<file path="src/rtl/swd_pkg.sv">
//==========================================================================
// Contract
// - soft_trap bumps PC, pushes PC low, PC high, X, A, flags; SP falls each push
// - soft_trap then sets I, loads PC from vector high then low; nine cycles
// - wait clears I, halts until interrupt or wake pulse, one cycle, other flags kept
// - zero_neg_check tests A, X or memory against zero, storing nothing
// - zero_neg_check clears V, sets N and Z; 3D three, 4D one, 9E6D four cycles
// - stack_offset_byte_mode address is SP plus one offset byte
// - stack_offset_word_mode address is SP plus a two-byte offset
// - extended_mode address comes from two bytes, high byte first
// - idx_off16_mode adds a two-byte offset, high first, to H:X
// - idx_off8_postinc_mode adds one byte to H:X, then bumps H:X
// - compare-and-branch direct fetches address and signed branch offset, then reads direct address
// - imm_to_direct_move writes an immediate byte to a direct address
// - postinc_to_direct_move reads at H:X, bumps H:X, writes direct address
// - direct_to_postinc_move reads direct address, writes at H:X, then bumps H:X
//==========================================================================
package swd_pkg;

	// opcodes
	localparam logic [7:0] OP_SOFT_TRAP = 8'h83;
	localparam logic [7:0] OP_WAIT      = 8'h8f;
	localparam logic [7:0] OP_PREFIX    = 8'h9e;
	localparam logic [7:0] OP_ZNC_DIR   = 8'h3d;
	localparam logic [7:0] OP_ZNC_A     = 8'h4d;
	localparam logic [7:0] OP_ZNC_X     = 8'h5d;
	localparam logic [7:0] OP_ZNC_IX1   = 8'h6d;
	localparam logic [7:0] OP_ZNC_IX    = 8'h7d;
	localparam logic [7:0] OP_ZNC_SPB   = 8'h6d;
	localparam logic [7:0] OP_LDA_LONG  = 8'hc6;
	localparam logic [7:0] OP_LDA_IDXW  = 8'hd6;
	localparam logic [7:0] OP_LDA_SPW   = 8'hd6;
	localparam logic [7:0] OP_CBR_DIR   = 8'h31;
	localparam logic [7:0] OP_CBR_IXP   = 8'h61;
	localparam logic [7:0] OP_MOV_IDIR  = 8'h6e;
	localparam logic [7:0] OP_MOV_PD    = 8'h7e;
	localparam logic [7:0] OP_MOV_DP    = 8'h5e;
	localparam logic [7:0] OP_A2F       = 8'h84;
	localparam logic [7:0] OP_F2A       = 8'h85;
	localparam logic [7:0] OP_A2X       = 8'h97;
	localparam logic [7:0] OP_X2A       = 8'h9f;
	localparam logic [7:0] OP_S2P       = 8'h95;
	localparam logic [7:0] OP_P2S       = 8'h94;

	// flag register layout: V 1 1 H I N Z C
	localparam int         FB_V     = 7;
	localparam int         FB_I     = 3;
	localparam int         FB_N     = 2;
	localparam int         FB_Z     = 1;
	localparam logic [7:0] FLG_ONES = 8'h60;

	// reset values and vectors
	localparam logic [7:0]  RST_FLAGS = 8'h68;
	localparam logic [15:0] RST_SP    = 16'h00ff;
	localparam logic [15:0] RST_PC    = 16'h0000;
	localparam logic [15:0] VEC_HI    = 16'hfffc;
	localparam logic [15:0] VEC_LO    = 16'hfffd;
	localparam logic [2:0]  PUSH_LAST = 3'h4;

	// register bus byte offsets and fields
	localparam logic [3:0] REG_CTRL = 4'h0;
	localparam logic [3:0] REG_STAT = 4'h4;
	localparam logic [3:0] REG_CORE = 4'h8;
	localparam logic [3:0] REG_PTR  = 4'hc;
	localparam int         CTRL_RUN  = 0;
	localparam int         CTRL_WAKE = 1;

	typedef enum logic [3:0] {
		st_fetch   = 4'h0,
		st_pre     = 4'h1,
		st_op1     = 4'h3,
		st_op2     = 4'h2,
		st_mem     = 4'h6,
		st_wr      = 4'h7,
		st_idle    = 4'h5,
		st_push    = 4'h4,
		st_vech    = 4'hc,
		st_vecl    = 4'hd,
		st_waiting = 4'hf
	} swd_state_t;

	typedef enum logic [3:0] {
		inherent_mode, direct_mode, extended_mode, idx_mode, idx_off8_mode,
		idx_off16_mode, stack_offset_byte_mode, stack_offset_word_mode,
		idx_off8_postinc_mode, direct_rel_mode, imm_to_direct_move,
		postinc_to_direct_move, direct_to_postinc_move
	} swd_mode_t;

	typedef enum logic [3:0] {
		k_none, k_zero_neg_check, k_load, k_cmp_branch, k_move, k_soft_trap,
		k_acc_to_flags, k_stackptr_to_pair, k_pair_to_stackptr
	} swd_kind_t;

endpackage : swd_pkg

</file>
<file path="src/rtl/swd_ea.sv">
`timescale 1ns/1ps

module swd_ea (
	input  wire swd_pkg::swd_mode_t i_mode,
	input  wire logic [7:0]         i_b1,
	input  wire logic [7:0]         i_b2,
	input  wire logic [15:0]        i_sp,
	input  wire logic [15:0]        i_hx,
	output logic      [15:0]        o_ea
);

	//==========================================================================
	// operand address of the read cycle
	always_comb
	begin
		case (i_mode)
			swd_pkg::direct_mode,
			swd_pkg::direct_rel_mode,
			swd_pkg::direct_to_postinc_move:  o_ea = {8'h00, i_b1};
			swd_pkg::extended_mode:           o_ea = {i_b1, i_b2};
			swd_pkg::idx_off16_mode:          o_ea = i_hx + {i_b1, i_b2};
			swd_pkg::idx_off8_mode,
			swd_pkg::idx_off8_postinc_mode:   o_ea = i_hx + {8'h00, i_b1};
			swd_pkg::stack_offset_byte_mode:  o_ea = i_sp + {8'h00, i_b1};
			swd_pkg::stack_offset_word_mode:  o_ea = i_sp + {i_b1, i_b2};
			default:                          o_ea = i_hx;
		endcase
	end

endmodule : swd_ea

</file>
<file path="src/rtl/swd_core.sv">
`timescale 1ns/1ps

module swd_core (
	input  wire logic        i_clk,
	input  wire logic        i_nrst,
	input  wire logic [3:0]  i_avs_address,
	input  wire logic        i_avs_read,
	input  wire logic        i_avs_write,
	input  wire logic [31:0] i_avs_writedata,
	output logic      [31:0] o_avs_readdata,
	output logic             o_avs_waitrequest,
	output logic      [15:0] o_mem_addr,
	output logic             o_mem_rd,
	output logic             o_mem_wr,
	output logic      [7:0]  o_mem_wdata,
	input  wire logic [7:0]  i_mem_rdata,
	input  wire logic        i_irq,
	output logic             o_waiting
);

	//==========================================================================
	// state
	swd_pkg::swd_state_t state_ff, nxt_state;
	swd_pkg::swd_mode_t  mode_ff, nxt_mode;
	swd_pkg::swd_kind_t  kind_ff, nxt_kind;
	logic [7:0]          b1_ff, nxt_b1;
	logic [7:0]          b2_ff, nxt_b2;
	logic [7:0]          dat_ff, nxt_dat;
	logic [2:0]          cnt_ff, nxt_cnt;
	logic [15:0]         pc_ff, nxt_pc;
	logic [15:0]         sp_ff, nxt_sp;
	logic [7:0]          a_ff, nxt_a;
	logic [7:0]          x_ff, nxt_x;
	logic [7:0]          h_ff, nxt_h;
	logic [7:0]          flag_register_ff, nxt_flg;
	logic [15:0]         addr_ff, nxt_addr;
	logic                rd_ff, nxt_rd;
	logic                wr_ff, nxt_wr;
	logic [7:0]          wdata_ff, nxt_wdata;
	logic [15:0]         ea;
	logic [15:0]         hx_inc;
	logic                take;
	logic                run_ff;
	logic                wake_ff;
	logic                wreq_ff;
	logic [31:0]         rdata_ff, nxt_rdata;
	logic                waiting_ff;
	logic                bus_req;
	logic                bus_wr_go;

	assign take   = (state_ff == swd_pkg::st_fetch) && run_ff;
	assign hx_inc = {h_ff, x_ff} + 16'h0001;

	function automatic logic [7:0] nz_flags(input logic [7:0] f, input logic [7:0] v);
		logic [7:0] r;
		r = f;
		r[swd_pkg::FB_V] = 1'b0;
		r[swd_pkg::FB_N] = v[7];
		r[swd_pkg::FB_Z] = (v == 8'h00);
		return r;
	endfunction : nz_flags

	//==========================================================================
	// sequencer: one bus cycle per state, none in st_idle or st_waiting
	always_comb
	begin
		nxt_state = state_ff;
		nxt_mode  = mode_ff;
		nxt_kind  = kind_ff;
		nxt_b1    = b1_ff;
		nxt_b2    = b2_ff;
		nxt_dat   = dat_ff;
		nxt_cnt   = cnt_ff;
		nxt_pc    = pc_ff;
		nxt_sp    = sp_ff;
		nxt_a     = a_ff;
		nxt_x     = x_ff;
		nxt_h     = h_ff;
		nxt_flg   = flag_register_ff;
		case (state_ff)
			swd_pkg::st_fetch:
				if (run_ff)
				begin
					nxt_pc   = pc_ff + 16'h0001;
					nxt_mode = swd_pkg::inherent_mode;
					nxt_kind = swd_pkg::k_none;
					nxt_state = swd_pkg::st_op1;
					case (i_mem_rdata)
						swd_pkg::OP_PREFIX:
							nxt_state = swd_pkg::st_pre;
						swd_pkg::OP_SOFT_TRAP:
						begin
							nxt_kind  = swd_pkg::k_soft_trap;
							nxt_state = swd_pkg::st_idle;
						end
						swd_pkg::OP_WAIT:
						begin
							nxt_flg[swd_pkg::FB_I] = 1'b0;
							nxt_state = swd_pkg::st_waiting;
						end
						swd_pkg::OP_ZNC_A:
						begin
							nxt_flg   = nz_flags(flag_register_ff, a_ff);
							nxt_state = swd_pkg::st_fetch;
						end
						swd_pkg::OP_ZNC_X:
						begin
							nxt_flg   = nz_flags(flag_register_ff, x_ff);
							nxt_state = swd_pkg::st_fetch;
						end
						swd_pkg::OP_ZNC_DIR:
						begin
							nxt_kind = swd_pkg::k_zero_neg_check;
							nxt_mode = swd_pkg::direct_mode;
						end
						swd_pkg::OP_ZNC_IX1:
						begin
							nxt_kind = swd_pkg::k_zero_neg_check;
							nxt_mode = swd_pkg::idx_off8_mode;
						end
						swd_pkg::OP_ZNC_IX:
						begin
							nxt_kind  = swd_pkg::k_zero_neg_check;
							nxt_mode  = swd_pkg::idx_mode;
							nxt_state = swd_pkg::st_mem;
						end
						swd_pkg::OP_LDA_LONG:
						begin
							nxt_kind = swd_pkg::k_load;
							nxt_mode = swd_pkg::extended_mode;
						end
						swd_pkg::OP_LDA_IDXW:
						begin
							nxt_kind = swd_pkg::k_load;
							nxt_mode = swd_pkg::idx_off16_mode;
						end
						swd_pkg::OP_CBR_DIR:
						begin
							nxt_kind = swd_pkg::k_cmp_branch;
							nxt_mode = swd_pkg::direct_rel_mode;
						end
						swd_pkg::OP_CBR_IXP:
						begin
							nxt_kind = swd_pkg::k_cmp_branch;
							nxt_mode = swd_pkg::idx_off8_postinc_mode;
						end
						swd_pkg::OP_MOV_IDIR:
						begin
							nxt_kind = swd_pkg::k_move;
							nxt_mode = swd_pkg::imm_to_direct_move;
						end
						swd_pkg::OP_MOV_PD:
						begin
							nxt_kind = swd_pkg::k_move;
							nxt_mode = swd_pkg::postinc_to_direct_move;
						end
						swd_pkg::OP_MOV_DP:
						begin
							nxt_kind = swd_pkg::k_move;
							nxt_mode = swd_pkg::direct_to_postinc_move;
						end
						swd_pkg::OP_A2F:
						begin
							nxt_kind  = swd_pkg::k_acc_to_flags;
							nxt_state = swd_pkg::st_idle;
						end
						swd_pkg::OP_S2P:
						begin
							nxt_kind  = swd_pkg::k_stackptr_to_pair;
							nxt_state = swd_pkg::st_idle;
						end
						swd_pkg::OP_P2S:
						begin
							nxt_kind  = swd_pkg::k_pair_to_stackptr;
							nxt_state = swd_pkg::st_idle;
						end
						swd_pkg::OP_F2A:
						begin
							nxt_a     = flag_register_ff;
							nxt_state = swd_pkg::st_fetch;
						end
						swd_pkg::OP_A2X:
						begin
							nxt_x     = a_ff;
							nxt_state = swd_pkg::st_fetch;
						end
						swd_pkg::OP_X2A:
						begin
							nxt_a     = x_ff;
							nxt_state = swd_pkg::st_fetch;
						end
						// opcodes outside this group pass as one-cycle no-ops
						default:
							nxt_state = swd_pkg::st_fetch;
					endcase
				end
			swd_pkg::st_pre:
			begin
				nxt_pc    = pc_ff + 16'h0001;
				nxt_state = swd_pkg::st_op1;
				case (i_mem_rdata)
					swd_pkg::OP_ZNC_SPB:
					begin
						nxt_kind = swd_pkg::k_zero_neg_check;
						nxt_mode = swd_pkg::stack_offset_byte_mode;
					end
					swd_pkg::OP_LDA_SPW:
					begin
						nxt_kind = swd_pkg::k_load;
						nxt_mode = swd_pkg::stack_offset_word_mode;
					end
					default:
						nxt_state = swd_pkg::st_fetch;
				endcase
			end
			swd_pkg::st_op1:
			begin
				nxt_b1 = i_mem_rdata;
				nxt_pc = pc_ff + 16'h0001;
				case (mode_ff)
					swd_pkg::extended_mode,
					swd_pkg::idx_off16_mode,
					swd_pkg::stack_offset_word_mode,
					swd_pkg::direct_rel_mode,
					swd_pkg::idx_off8_postinc_mode,
					swd_pkg::imm_to_direct_move:  nxt_state = swd_pkg::st_op2;
					default:                      nxt_state = swd_pkg::st_mem;
				endcase
			end
			swd_pkg::st_op2:
			begin
				nxt_b2 = i_mem_rdata;
				nxt_pc = pc_ff + 16'h0001;
				nxt_state = swd_pkg::st_mem;
				if (mode_ff == swd_pkg::imm_to_direct_move)
				begin
					nxt_dat   = b1_ff;
					nxt_flg   = nz_flags(flag_register_ff, b1_ff);
					nxt_state = swd_pkg::st_wr;
				end
			end
			swd_pkg::st_mem:
			begin
				nxt_dat   = i_mem_rdata;
				nxt_state = swd_pkg::st_fetch;
				case (kind_ff)
					swd_pkg::k_zero_neg_check:
						nxt_flg = nz_flags(flag_register_ff, i_mem_rdata);
					swd_pkg::k_load:
					begin
						nxt_a   = i_mem_rdata;
						nxt_flg = nz_flags(flag_register_ff, i_mem_rdata);
					end
					swd_pkg::k_cmp_branch:
					begin
						if (i_mem_rdata == a_ff)
							nxt_pc = pc_ff + {{8{b2_ff[7]}}, b2_ff};
						if (mode_ff == swd_pkg::idx_off8_postinc_mode)
							{nxt_h, nxt_x} = hx_inc;
						nxt_state = swd_pkg::st_idle;
					end
					swd_pkg::k_move:
					begin
						nxt_flg = nz_flags(flag_register_ff, i_mem_rdata);
						if (mode_ff == swd_pkg::postinc_to_direct_move)
							{nxt_h, nxt_x} = hx_inc;
						nxt_state = swd_pkg::st_wr;
					end
					default:
						nxt_state = swd_pkg::st_fetch;
				endcase
			end
			swd_pkg::st_wr:
			begin
				if (mode_ff == swd_pkg::direct_to_postinc_move)
					{nxt_h, nxt_x} = hx_inc;
				nxt_state = swd_pkg::st_fetch;
			end
			swd_pkg::st_idle:
			begin
				nxt_state = swd_pkg::st_fetch;
				case (kind_ff)
					swd_pkg::k_soft_trap:
					begin
						nxt_cnt   = 3'h0;
						nxt_state = swd_pkg::st_push;
					end
					swd_pkg::k_acc_to_flags:
						nxt_flg = a_ff | swd_pkg::FLG_ONES;
					swd_pkg::k_stackptr_to_pair:
						{nxt_h, nxt_x} = sp_ff + 16'h0001;
					swd_pkg::k_pair_to_stackptr:
						nxt_sp = {h_ff, x_ff} - 16'h0001;
					default:
						nxt_state = swd_pkg::st_fetch;
				endcase
			end
			swd_pkg::st_push:
			begin
				nxt_sp  = sp_ff - 16'h0001;
				nxt_cnt = cnt_ff + 3'h1;
				if (cnt_ff == swd_pkg::PUSH_LAST)
				begin
					nxt_flg[swd_pkg::FB_I] = 1'b1;
					nxt_state = swd_pkg::st_vech;
				end
			end
			swd_pkg::st_vech:
			begin
				nxt_pc[15:8] = i_mem_rdata;
				nxt_state    = swd_pkg::st_vecl;
			end
			swd_pkg::st_vecl:
			begin
				nxt_pc[7:0] = i_mem_rdata;
				nxt_state   = swd_pkg::st_fetch;
			end
			swd_pkg::st_waiting:
				// no fetches while parked; i_irq or a wake pulse resumes fetching at the next opcode, with no vectoring
				if (i_irq || wake_ff)
					nxt_state = swd_pkg::st_fetch;
			default:
				nxt_state = swd_pkg::st_fetch;
		endcase
	end

	swd_ea u_ea (
		.i_mode (nxt_mode),
		.i_b1   (nxt_b1),
		.i_b2   (nxt_b2),
		.i_sp   (nxt_sp),
		.i_hx   ({nxt_h, nxt_x}),
		.o_ea   (ea)
	);

	//==========================================================================
	// bus cycle for the next state, registered so the pins come from flops
	always_comb
	begin
		nxt_addr  = nxt_pc;
		nxt_rd    = 1'b0;
		nxt_wr    = 1'b0;
		nxt_wdata = wdata_ff;
		case (nxt_state)
			swd_pkg::st_fetch,
			swd_pkg::st_pre,
			swd_pkg::st_op1,
			swd_pkg::st_op2:
				nxt_rd = 1'b1;
			swd_pkg::st_mem:
			begin
				nxt_addr = ea;
				nxt_rd   = 1'b1;
			end
			swd_pkg::st_wr:
			begin
				nxt_wr    = 1'b1;
				nxt_wdata = nxt_dat;
				case (nxt_mode)
					swd_pkg::imm_to_direct_move:      nxt_addr = {8'h00, nxt_b2};
					swd_pkg::postinc_to_direct_move:  nxt_addr = {8'h00, nxt_b1};
					default:                          nxt_addr = {nxt_h, nxt_x};
				endcase
			end
			swd_pkg::st_push:
			begin
				nxt_addr = nxt_sp;
				nxt_wr   = 1'b1;
				case (nxt_cnt)
					3'h0:    nxt_wdata = nxt_pc[7:0];
					3'h1:    nxt_wdata = nxt_pc[15:8];
					3'h2:    nxt_wdata = nxt_x;
					3'h3:    nxt_wdata = nxt_a;
					default: nxt_wdata = nxt_flg;
				endcase
			end
			swd_pkg::st_vech:
			begin
				nxt_addr = swd_pkg::VEC_HI;
				nxt_rd   = 1'b1;
			end
			swd_pkg::st_vecl:
			begin
				nxt_addr = swd_pkg::VEC_LO;
				nxt_rd   = 1'b1;
			end
			default:
				nxt_rd = 1'b0;
		endcase
	end

	//==========================================================================
	// sequencer registers
	always_ff @(posedge i_clk or negedge i_nrst)
	begin
		if (!i_nrst)
		begin
			state_ff <= swd_pkg::st_fetch;
			mode_ff  <= swd_pkg::inherent_mode;
			kind_ff  <= swd_pkg::k_none;
			b1_ff    <= 8'h00;
			b2_ff    <= 8'h00;
			dat_ff   <= 8'h00;
			cnt_ff   <= 3'h0;
		end
		else
		begin
			state_ff <= nxt_state;
			mode_ff  <= nxt_mode;
			kind_ff  <= nxt_kind;
			b1_ff    <= nxt_b1;
			b2_ff    <= nxt_b2;
			dat_ff   <= nxt_dat;
			cnt_ff   <= nxt_cnt;
		end
	end

	//==========================================================================
	// programmer-visible registers
	always_ff @(posedge i_clk or negedge i_nrst)
	begin
		if (!i_nrst)
		begin
			pc_ff            <= swd_pkg::RST_PC;
			sp_ff            <= swd_pkg::RST_SP;
			a_ff             <= 8'h00;
			x_ff             <= 8'h00;
			h_ff             <= 8'h00;
			flag_register_ff <= swd_pkg::RST_FLAGS;
		end
		else
		begin
			pc_ff            <= nxt_pc;
			sp_ff            <= nxt_sp;
			a_ff             <= nxt_a;
			x_ff             <= nxt_x;
			h_ff             <= nxt_h;
			flag_register_ff <= nxt_flg;
		end
	end

	//==========================================================================
	// memory port
	always_ff @(posedge i_clk or negedge i_nrst)
	begin
		if (!i_nrst)
		begin
			addr_ff    <= swd_pkg::RST_PC;
			rd_ff      <= 1'b0;
			wr_ff      <= 1'b0;
			wdata_ff   <= 8'h00;
			waiting_ff <= 1'b0;
		end
		else
		begin
			addr_ff    <= nxt_addr;
			rd_ff      <= nxt_rd;
			wr_ff      <= nxt_wr;
			wdata_ff   <= nxt_wdata;
			waiting_ff <= (nxt_state == swd_pkg::st_waiting);
		end
	end

	//==========================================================================
	// register bus slave: one wait state on every access
	assign bus_req   = i_avs_read || i_avs_write;
	assign bus_wr_go = i_avs_write && !wreq_ff;

	always_comb
	begin
		case (i_avs_address)
			swd_pkg::REG_CTRL:  nxt_rdata = {30'h0, wake_ff, run_ff};
			swd_pkg::REG_STAT:  nxt_rdata = {24'h0, state_ff, 3'h0, waiting_ff};
			swd_pkg::REG_CORE:  nxt_rdata = {flag_register_ff, a_ff, h_ff, x_ff};
			swd_pkg::REG_PTR:   nxt_rdata = {pc_ff, sp_ff};
			default:            nxt_rdata = 32'h0;
		endcase
	end

	always_ff @(posedge i_clk or negedge i_nrst)
	begin
		if (!i_nrst)
		begin
			wreq_ff  <= 1'b1;
			rdata_ff <= 32'h0;
		end
		else
		begin
			wreq_ff <= !(bus_req && wreq_ff);
			if (i_avs_read && wreq_ff)
				rdata_ff <= nxt_rdata;
		end
	end

	// wake is a write-one pulse; it lasts one cycle so a late write cannot release a later wait
	always_ff @(posedge i_clk or negedge i_nrst)
	begin
		if (!i_nrst)
		begin
			run_ff  <= 1'b0;
			wake_ff <= 1'b0;
		end
		else
		begin
			wake_ff <= bus_wr_go && (i_avs_address == swd_pkg::REG_CTRL)
				&& i_avs_writedata[swd_pkg::CTRL_WAKE];
			if (bus_wr_go && (i_avs_address == swd_pkg::REG_CTRL))
				run_ff <= i_avs_writedata[swd_pkg::CTRL_RUN];
		end
	end

	assign o_avs_readdata    = rdata_ff;
	assign o_avs_waitrequest = wreq_ff;
	assign o_mem_addr        = addr_ff;
	assign o_mem_rd          = rd_ff;
	assign o_mem_wr          = wr_ff;
	assign o_mem_wdata       = wdata_ff;
	assign o_waiting         = waiting_ff;
endmodule : swd_core

</file>
<file path="config.mk">
export PLATFORM = sky130hd
export DESIGN_NAME = swd_core
export DESIGN_NICKNAME = d
export VERILOG_FILES = /design/src/rtl/swd_pkg.sv /design/src/rtl/swd_ea.sv /design/src/rtl/swd_core.sv
export SDC_FILE = /design/constraint.sdc
export NUM_CORES = 1
export LEC_CHECK = 0
export BUFFER_PORTS_ARGS = -buffer_cell sky130_fd_sc_hd__buf_2
export CAP_MARGIN = 15
export CORE_AREA = 5 5 192 194
export CTS_CLUSTER_SIZE = 40
export DETAILED_ROUTE_END_ITERATION = 6
export DIE_AREA = 0 0 197 199
export PLACE_DENSITY_LB_ADDON = 0.15
export SYNTH_ARGS = -nofsm -noshare
export SYNTH_HDL_FRONTEND = slang
export SYNTH_SLANG_ARGS = --single-unit
</file>
<file path="constraint.sdc">
create_clock -name i_clk -period 7.3 [get_ports i_clk]
set_input_delay 0.73 -clock i_clk [delete_from_list [all_inputs] [get_ports i_clk]]
set_output_delay 0.73 -clock i_clk [all_outputs]
set_load 0.01 [all_outputs]
</file>
==> results.toml <==
[sta]
fin_skew_ps = 15.8
hold_violations = 0
tightest_slew_ps = 1180
fmax_mhz = 165
finalWorstSetupSlack_ps = 1240
finalSetupTns_ps = 0
fin_crit_ps = 6060
setup-violations-final = 0
fin_crit_sh = 0.830
rsz0062_at_grt = "false"
max_slew_margin = 0.213
drv_slew = 0
holdWs_ps = 193

[placed_design]
placed_cells = 2189
dp_slack_ps = 902
dp_hpwl_um = 43600
place_congestion = 0.963
io_buffers = 78
postPlaceCellArea_mm2 = 0.0147

[yosys]
synth_top_area_frac = 0.277
synth_largest_area_cell = "dfrtp_1"
syn_nets = 1812
ys.flop_type = "dfrtp_1"
yosys_warnings = 0
syn_inst = 1714
synthTopCellsByArea = "dfrtp_1 (28%), nor2_1 (4.7%), o21ai_0 (4.6%), ha_1 (4.2%), nand2_1 (4.0%)"
syn_area_mm2 = 0.0138
synth_edf_count = 0
synthArstFlopShare = 1.00
synth-seq-area-share = 0.300
avgSynthCellArea_um2 = 8.06
synth_seq_cells = 165
synth_cell_types = 104

[clock_tree]
cts_buffers = 17
clockBufferDepth = 2
cts.repair.resized = 0
cts_hold_buffers = 0
cts_root_buffer = "clkbuf_16"
clk_latency_ps = 460
cts_tree = "yes"
numClockSinks = 165
cts.htree.levels = 4
clkTransAtPathRegs_ps = 70
post_cts_buffers = 0

[floorplan]
die_w_um = 197
start_util = 0.394
dieArea_mm2 = 0.0392
rows = 69
core_area_mm2 = 0.0351
ios = 109
die_h_um = 199

[cells_and_area]
syn_to_final_growth_pct = 11.0
num_antenna_cells = 0
stdcell_area_mm2 = 0.0153
nets = 1847
stdcell_count = 2223
postLayoutCoreUtil = 0.437
drive_gt1_frac = 0.145

[grt]
gr-total-overflow = 0
antenna_found_initial = 0
grt_start_max_net_pins = 71
grt_pass1_wl_um = 87000
grt.total_usage = 0.290
grt_pass1_vias = 13500

[route]
drc = 0
vias_per_cell = 6.49
first_pass_iters = 6
routed_wl_um = 57700
drtIter0Drc = 1837
wl_per_cell_um = 26.0
vias = 14400
ant_nets = 0

[setup_path]
critPathTopFamily = "compound AO/OA/AOI/OAI gates"
r2r-end = "o_mem_addr[12]"
path_class = "in -> reg"
crit_path_start_kind = "primary input"
worstPathArrival_ps = 6390
path_common_cell = "buf_4"
r2r_cells = 21
crit_slowest_cell = "nor4bb_4"
cpPeakStageDelay_ps = 470
crit_required_ps = 7630
crit_chain = "buf_2 -> nor4bb_4 -> a41oi_1 -> a211o_2 -> a22oi_4 -> inv_2 -> nor3_1 -> buf_4 -> nand2_1 -> buf_4 -> a21oi_1 -> ha_1 -> a21o_1 -> a21oi_1 -> o21ai_0 -> a31o_2 -> o41ai_1 -> buf_4 -> xnor2_1 -> a221o_1 -> a211oi_1 -> nor2_1"
cp_max_fo = 20
cp_num_buf_inv = 5
cp.depth = 22
r2r_start = "state_ff[0]"
cp-end-kind = "flop"
regToRegSetupSlack_ps = 1310

[power]
ir_worst_vdd_mv = 0.191
cellPowerDensity_mw_per_mm2 = 336
leakage_nw = 6.60
p_total_mw = 5.15

[worst_hold_path]
timing.hold.worst.class = "in -> async"

[flow_run]
maxCapViolCount = 0

[outcome]
outcome = "complete, no violations"
## Yosys cell counts, types with 22 or more instances
cell,instances
dfrtp_1,153
o211ai_1,27
xor2_1,26
a21oi_1,103
inv_1,78
a211oi_1,22
nand2_1,147
a22oi_1,51
a221o_1,23
nand4_1,26
xnor2_1,48
o21ai_0,126
nand3_1,60
ha_1,46
buf_2,24
nor2_1,173
nor3_1,50
clkbuf_1,85
nor4_1,23
## worst max path at each step
stage / startpoint / end / slack, ps
floorplan: i_mem_rdata[7] / o_mem_addr[14] / 1700
global placement: i_mem_rdata[6] / o_mem_addr[12] / 970
detailed placement: i_mem_rdata[6] / o_mem_addr[14] / 900
CTS: i_mem_rdata[6] / o_mem_addr[14] / 1390
global route: i_mem_rdata[6] / o_mem_addr[12] / 990
finish: i_mem_rdata[6] / o_mem_addr[12] / 1240
## routing by layer
metal	wire length, um	up-vias	global-route usage	part of all wire
met2	25100	812	0.438	0.43
li1	-	6506	-	-
met1	25100	6975	0.422	0.43
met5	0	-	0	0
met3	5410	130	0.0483	0.094
met4	2160	0	0.101	0.037
## report_power, final
group | switching (mW) | internal, mW | total (mW)
sequential | 0.327 | 1.13 | 1.46
combinational | 1.79 | 0.973 | 2.77
clock | 0.437 | 0.489 | 0.926
total | 2.56 | 2.59 | 5.15
## state kept, by name, summed over array words and instances, names as in the netlist, 3 cells and up
register,flops
a_ff,8
b1_ff,8
b2_ff,8
cnt_ff,3
dat_ff,8
flag_register_ff,8
h_ff,8
kind_ff,4
mode_ff,4
o_avs_readdata,32
o_mem_addr,16
o_mem_wdata,8
pc_ff,16
sp_ff,16
state_ff,4
x_ff,8
## worst reg2reg max path: stages, from the launching register on
cell and delay [ps]:
dfrtp_1 630, inv_1 80, buf_4 210, or3_1 490, a21o_1 260, o211a_1 250
inv_1 320, nand3_1 150, nor2_1 440, a21oi_1 160, ha_1 250, fa_1 430
a21o_1 190, a21oi_1 280, o21ai_0 170, a31o_2 280, o41ai_1 390, buf_4 190
xnor2_1 50, a221o_1 330, a211oi_1 230, nor2_1 80
## cell families after synthesis
family / share of synthesized area
and+or+nand+nor: 0.230
AOI/OAI and AO/OA: 0.286
buffers and inverters: 0.0573
DFF: 0.300
xor gates and xnor gates: 0.0469
adders and majority gates: 0.0460
muxes: 0.0342
## area by class of cell
cell class,instances,area (um2)
fillers,3618,19700
clock buffers,18,439
inverters,81,304
well taps,461,577
flip-flops and latches,165,4140
clock inverters,14,149
repair buffers,133,825
multi-input cells,1351,8890
## cells in the final DEF (no fill, tap or decap), types with 46 or more instances in the layout
cell type	netlist	final
ha_1	46	46
nand2_1	147	147
nand3_1	60	60
a21oi_1	103	103
o21ai_0	126	126
buf_4	5	53
nor3_1	50	49
xnor2_1	48	48
dfrtp_1	153	153
nor2_1	173	172
inv_1	78	78
buf_2	24	77
a22oi_1	51	51
Note: power is estimated with default switching activity, not from simulation.
